$ cat src/common/crs_pkg.sv
package crs_pkg;

  // Register offsets on the controller peripheral bus (byte addresses).
  localparam logic [7:0] CRS_OFF_HOST_NEED   = 8'h18;
  localparam logic [7:0] CRS_OFF_CTRL_NEED_A = 8'h1C;
  localparam logic [7:0] CRS_OFF_OSCILLATOR_IDENTITY      = 8'h20;
  localparam logic [7:0] CRS_OFF_TEST_CTRL   = 8'h24;
  localparam logic [7:0] CRS_OFF_CTRL_NEED_B = 8'h34;

  // Implemented bit masks, aligned with the matching sleep-enable layouts.
  localparam logic [31:0] CRS_MASK_HOST   = 32'h0000_0157;
  localparam logic [31:0] CRS_MASK_CTRL_A = 32'h003F_03E7;
  localparam logic [31:0] CRS_MASK_CTRL_B = 32'h0000_3393;

  // Oscillator identity fields; values are arbitrary.
  localparam int          CRS_ID_SHRINK_LSB  = 0;
  localparam int          CRS_ID_FOUNDRY_LSB = 2;
  localparam int          CRS_ID_REV_LSB     = 4;
  localparam logic [1:0]  CRS_ID_SHRINK      = 2'h1;
  localparam logic [1:0]  CRS_ID_FOUNDRY     = 2'h2;
  localparam logic [3:0]  CRS_ID_REVISION    = 4'h3;

  // Test register fields.
  localparam int          CRS_TST_WIDE_TOL_BIT = 0;
  localparam int          CRS_TST_DELAY_LSB    = 1;
  localparam logic [31:0] CRS_TEST_RESET       = 32'h0000_0000;
  localparam logic [31:0] CRS_TEST_MASK        = 32'h0000_001F;

endpackage

$ cat src/verilog/crs_status.sv
`timescale 1ns/1ps
`default_nettype none
// Overview of operation
// - A block that is enabled and needs the core clock reads 1 in its bit.
// - A block that is disabled or has slept and released the clock reads 0.
// - Host and controller blocks have separate registers, sleep-enable layout.
// - The identity register holds a fixed read-only 2-bit shrink factor in bits 1:0.
// - The identity register holds a fixed read-only 2-bit foundry code in bits 3:2.
// - The identity register holds a fixed read-only 4-bit revision in bits 7:4.
// - Test bit 0 selects wide-tolerance mode when 0 and disables it when 1.
// - Test bits 4:1 hold the sleep delay, 0 to 15 processor clocks.
module crs_status
  import crs_pkg::*;
(
  // Clock and reset
  input  wire logic        ref_clk,
  input  wire logic        srst,
  // Per-block clock needs from the block clocking logic
  input  wire logic [31:0] host_need,
  input  wire logic [31:0] ctrl_need_a,
  input  wire logic [31:0] ctrl_need_b,
  // Register port
  input  wire logic        reg_sel,
  input  wire logic        reg_wr,
  input  wire logic [7:0]  reg_addr,
  input  wire logic [31:0] reg_wdata,
  output var  logic [31:0] reg_rdata,
  // Oscillator test controls
  output var  logic        wide_tol_mode,
  output var  logic [3:0]  sleep_delay
);

  typedef struct packed {
    logic [31:0] host;
    logic [31:0] ctrl_a;
    logic [31:0] ctrl_b;
    logic [31:0] test;
    logic [31:0] rdata;
    logic        wide_tol;
    logic [3:0]  delay;
  } crs_state_t;

  crs_state_t       st;
  crs_state_t       next_st;

  // Access decode.
  logic             acc_rd;
  logic             acc_wr;
  logic             test_wr;

  // Status words with every reserved position forced low.
  wire logic [31:0] host_masked;
  wire logic [31:0] ctrl_a_masked;
  wire logic [31:0] ctrl_b_masked;

  // Fixed identity word, the test word to keep and the selected read word.
  logic [31:0]      id_word;
  logic [31:0]      test_word;
  logic [31:0]      read_word;
  logic             wide_tol_next;
  logic [3:0]       delay_next;

  // Host status positions, one block to a bit.
  // Bit 0 is embedded_mem_iface.
  // Bit 1 is the host bus interface.
  // Bit 2 is the first serial port.
  // Bit 4 is the flash serial interface.
  // Bit 6 is the second serial port.
  // Bit 8 is the runtime register logic.
  // Controller status A positions.
  // Bit 0 is counter_timer_first.
  // Bit 1 is counter_timer_second.
  // Bit 2 is counter_timer_third.
  // Bit 5 is serial_debug_port.
  // Bit 6 is fan_speed_in_first.
  // Bit 7 is fan_speed_in_second.
  // Bit 8 is fan_speed_in_third.
  // Bit 9 is link_master_ctrl.
  // Bits 16 to 19 are fan drives one to four.
  // Bit 20 is sys_bus_ctrl_first.
  // Bit 21 is sys_bus_ctrl_second.
  // Controller status B positions.
  // Bits 0 and 1 are fan drives five and six.
  // Bit 4 is the fourth fan speed input.
  // Bit 7 is the DMA engine.
  // Bit 8 is the analog monitor.
  // Bit 9 is the PECI interface.
  // Bit 12 is cpu_hot_monitor.
  // Bit 13 is the one-time programmable memory.
  // Every position not listed is reserved and must read 0.

  // A bit survives only where a block sits in the matching sleep-enable
  // register, so a stray need line can never show up in a reserved bit.
  for (genvar b = 0; b < 32; b++) begin : g_need
    assign host_masked[b]   = host_need[b] & CRS_MASK_HOST[b];
    assign ctrl_a_masked[b] = ctrl_need_a[b] & CRS_MASK_CTRL_A[b];
    assign ctrl_b_masked[b] = ctrl_need_b[b] & CRS_MASK_CTRL_B[b];
  end

  always_comb begin
    acc_rd  = reg_sel && !reg_wr;
    acc_wr  = reg_sel && reg_wr;
    // Only the test register takes writes; all others drop them.
    test_wr = acc_wr && (reg_addr == CRS_OFF_TEST_CTRL);
  end

  always_comb begin
    id_word = 32'h0000_0000;
    id_word[CRS_ID_SHRINK_LSB +: 2]  = CRS_ID_SHRINK;
    id_word[CRS_ID_FOUNDRY_LSB +: 2] = CRS_ID_FOUNDRY;
    id_word[CRS_ID_REV_LSB +: 4]     = CRS_ID_REVISION;
  end

  always_comb begin
    test_word = st.test;
    if (test_wr) begin
      // Bits above the delay field are reserved and never stored.
      test_word = reg_wdata & CRS_TEST_MASK;
    end
  end

  always_comb begin
    // Active-low select: a written 0 turns the test mode on.
    wide_tol_next = ~test_word[CRS_TST_WIDE_TOL_BIT];
    delay_next    = test_word[CRS_TST_DELAY_LSB +: 4];
  end

  always_comb begin
    read_word = 32'h0000_0000;
    if (acc_rd) begin
      case (reg_addr)
        CRS_OFF_HOST_NEED: begin
          read_word = st.host;
        end
        CRS_OFF_CTRL_NEED_A: begin
          read_word = st.ctrl_a;
        end
        CRS_OFF_CTRL_NEED_B: begin
          read_word = st.ctrl_b;
        end
        CRS_OFF_OSCILLATOR_IDENTITY: begin
          read_word = id_word;
        end
        CRS_OFF_TEST_CTRL: begin
          read_word = st.test;
        end
        default: begin
          read_word = 32'h0000_0000;
        end
      endcase
    end
  end

  always_comb begin
    next_st = st;
    // Status lags the need lines by one cycle, which keeps the raw inputs
    // out of the read path at the cost of one cycle of staleness.
    next_st.host     = host_masked;
    next_st.ctrl_a   = ctrl_a_masked;
    next_st.ctrl_b   = ctrl_b_masked;
    next_st.test     = test_word;
    next_st.wide_tol = wide_tol_next;
    next_st.delay    = delay_next;
    next_st.rdata    = read_word;
  end

  always_ff @(posedge ref_clk) begin
    if (srst) begin
      st.host     <= 32'h0000_0000;
      st.ctrl_a   <= 32'h0000_0000;
      st.ctrl_b   <= 32'h0000_0000;
      st.test     <= CRS_TEST_RESET;
      st.rdata    <= 32'h0000_0000;
      st.wide_tol <= ~CRS_TEST_RESET[CRS_TST_WIDE_TOL_BIT];
      st.delay    <= CRS_TEST_RESET[CRS_TST_DELAY_LSB +: 4];
    end else begin
      st <= next_st;
    end
  end

  assign reg_rdata     = st.rdata;
  assign wide_tol_mode = st.wide_tol;
  assign sleep_delay   = st.delay;

endmodule
`default_nettype wire

$ cat config.mk
export PLATFORM = sky130hd
export DESIGN_NAME = crs_status
export DESIGN_NICKNAME = d
export VERILOG_FILES = /design/src/common/crs_pkg.sv /design/src/verilog/crs_status.sv
export SDC_FILE = /design/constraint.sdc
export NUM_CORES = 1
export LEC_CHECK = 0
export CORE_UTILIZATION = 50
export CTS_CLUSTER_DIAMETER = 40
export DETAILED_ROUTE_END_ITERATION = 10
export DONT_BUFFER_PORTS = 1
export GPL_TIMING_DRIVEN = 0
export PLACE_DENSITY = 0.66
export SKIP_CTS_REPAIR_TIMING = 1
export SLEW_MARGIN = 10
export SYNTH_ARGS = -nofsm -noshare
export SYNTH_HDL_FRONTEND = slang
export SYNTH_SLANG_ARGS = --single-unit
$ cat constraint.sdc
create_clock -name ref_clk -period 3.2 [get_ports ref_clk]
set_input_delay 0.16 -clock ref_clk [delete_from_list [all_inputs] [get_ports ref_clk]]
set_output_delay 0.16 -clock ref_clk [all_outputs]
set_load 0.02 [all_outputs]
==> impl_metrics.csv <==
group,metric,value,unit
routing,wl_per_cell,13.7,microns
run_status,status,"finished with violations",
routing,drt_iter0_markers,43,
global_routing,grt_max_degree,17,
critical_path,crit_type,"register to register",
clocking,root_buffer,"clkbuf_8",
sta,slew_viol_final,0,
sta,fin_crit,1.10,ns
finish,syn_to_final_growth,20.6,%
sta,rsz0062_at_grt,"false",
die,fp.dieW,68.4,microns
critical_path,end_kind,"register",
finish,final_cell_mix,"52 x dfxtp_1, 38 x buf_4, 32 x nor2b_1, 22 x dlygate4sd3_1, 14 x conb_1",
logic_synthesis,ys_warn_count,0,
clocking,h-tree-depth,2,
clocking,clk_pin_slew,0.09,ns
sta,final_hold_viol_count,2,
clocking,clock_sinks,52,
run_status,violations,"hold timing",
clocking,cts_tree,"yes",
finish,final_nets,392,
critical_path,worstPathMaxFanout,3,
global_routing,first_global_vias,1245,
run,cap_violations,0,
power,switchingPower,0.263,mW
logic_synthesis,ys_seq_area_frac,0.473,
finish,final_cells,303,
critical_path,r2r-start,"sleep_delay[3]",
critical_path,critPathBufInv,0,
sta,whs,-0.00940,ns
die,die_h,68.4,microns
sta,fin_crit_sh,0.343,
finish,final_common_cell,"dfxtp_1",
power,power_frac_comb,0.089,
routing,drc_errors,0,
logic_synthesis,netlist_instances,210,
logic_synthesis,async_flop_share,0,
finish,final_core_util,0.645,
sta,skew,0.00685,ns
clocking,cts_buffers,5,
critical_path,path_delay_family,"simple AND/OR/NAND/NOR gates",
logic_synthesis,syn_area_per_cell,10.5,sq um
critical_path,reg2reg_slack,2.10,ns
logic_synthesis,synth_seq_cells,52,
worst_hold_path,min-delay-start,"host_need[4]",
sta,setup_tns,0,ns
sta,max_freq,0.910,GHz
logic_synthesis,yosysUniqueCellTypes,31,
sta,relSlewSlack,0.652,
routing,postRouteAntennaNets,0,
clocking,insertion_delay,0.30,ns
routing,totalWireLength,4140,microns
logic_synthesis,synth-edff-count,0,
critical_path,reg2reg_depth,3,
routing,via_count,1439,
critical_path,reg2reg_to,"reg_rdata[4]",
finish,antenna_cells,0,
global_routing,grt_usage,0.179,
die,initial_core_util,0.535,
worst_hold_path,hold_depth,1,
power,fin_total_pwr,1.24,mW
logic_synthesis,synth_area,2200,sq um
place,place_congestion,0.848,
critical_path,cp.required,3.40,ns
die,rows,23,
logic_synthesis,synth-main-ff-cell,"dfxtp_1",
sta,tightest_slew,0.523,ns
die,io_pins,177,
global_routing,grt_pass1_wl,5930,microns
place,place_hpwl,2920,microns
critical_path,cpPeakStageDelay,0.46,ns
worst_hold_path,hold_path_class,"primary input to register",
power,p_int,0.978,mW
critical_path,cp_slowest_cell,"or3b_2",
power,leakage,1.09,nW
clocking,cts_max_path_buffers,2,
critical_path,path_cells,"or3b_2 -> nand4_1 -> a211oi_2",
place,dp.cells,273,
global_routing,globalRouteOverflowTotal,0,
routing,vias_per_cell,4.75,
routing,drt_first_pass_iters,4,
die,die-area,4670,sq um
worst_hold_path,whs_endpoint,"st[137]",
power,pwr-share-clk,0.371,
die,core_area,4120,sq um
global_routing,antenna_found_initial,0,
place,port_buffers,0,
power,p_per_area,467,nW/um^2
critical_path,cp-start-kind,"register",
sta,finalSetupViolations,0,
power,ir_drop,322,uV
finish,drive_above_1_share,0.292,
critical_path,cp.arrival,1.30,ns
power,seq_power_share,0.540,
power,sw_frac_of_total,0.212,
==> cell type report <==
class	instances	area, sq um
Clock inverter	2	38.8
Buffer	50	345
Multi-Input combinational cell	119	857
Clock buffer	6	82.6
Sequential cell	52	1040
Inverter	2	7.51
Fill cell	336	1460
Tap cell	50	62.6
Timing Repair Buffer	22	220
==> cell families (layout without fill, tap and decap cells) <==
family	Yosys count	in the layout	share of synthesized area
compound gates	12	12	0.0636
buf+inv	52	82	0.160
flops	52	52	0.473
mux	12	12	0.0580
other cells	1	14	0.00170
simple gates	81	81	0.244
==> state kept, by name (all words and copies together), names as in the netlist <==
signal / cells
wide_tol_mode: 1
st: 29
reg_rdata: 18
sleep_delay: 4
==> how the worst max path moves through the flow <==
stage,to,startpoint,cells after the start,slack (ns)
4_1_cts,reg_rdata[4],sleep_delay[3],3,2.10
2_1_floorplan,st[37],reg_addr[1],4,1.95
6_report,reg_rdata[4],sleep_delay[3],3,2.10
3_3_place_gp,st[37],reg_addr[1],4,1.85
5_1_grt,reg_rdata[4],sleep_delay[3],3,2.06
3_5_place_dp,st[37],reg_addr[1],4,1.82
==> synthesized netlist by cell type (all sizes together), types with 2 or more instances <==
library cell | count | area share
dfxtp | 52 | 0.47
buf | 45 | 0.15
nor2b | 32 | 0.091
nand2b | 10 | 0.028
nand3 | 10 | 0.023
a211oi | 8 | 0.045
nand4 | 8 | 0.023
and2 | 6 | 0.017
mux2 | 6 | 0.031
mux2i | 6 | 0.027
clkbuf | 5 | 0.0085
nor3 | 3 | 0.011
or3b | 3 | 0.012
a21bo | 2 | 0.0091
and3b | 2 | 0.0080
inv | 2 | 0.0034
==> through the flow <==
step	setup WS, ns	hold WS, ns	cell area (sq um)
2_1_floorplan	1.95	0.288	2250
3_3_place_gp	1.85	0.290	2310
3_5_place_dp	1.82	0.294	2310
4_1_cts	2.10	-0.0263	2430
5_1_grt	2.06	0.00177	2660
6_report	2.10	-0.00940	2660
==> power by group through the flow <==
| stage | clock network (mW) | logic [mW] | registers, mW |
|---|---|---|---|
| floorplan | 0 | 0.0772 | 0.683 |
| global placement | 0 | 0.0883 | 0.685 |
| detailed placement | 0 | 0.0888 | 0.685 |
| CTS | 0.471 | 0.0894 | 0.670 |
| global route | 0.498 | 0.120 | 0.672 |
| finish | 0.461 | 0.110 | 0.670 |
==> metal layers <==
layer  global-route usage  share of wire  vias up
met5                    0              0        -
met4               0.0859         0.0089        0
met3               0.0483          0.073        5
met2                0.277           0.48       64
met1                0.230           0.43      643
li1                     -              -      727
Note: power is estimated with default switching activity, not from simulation.
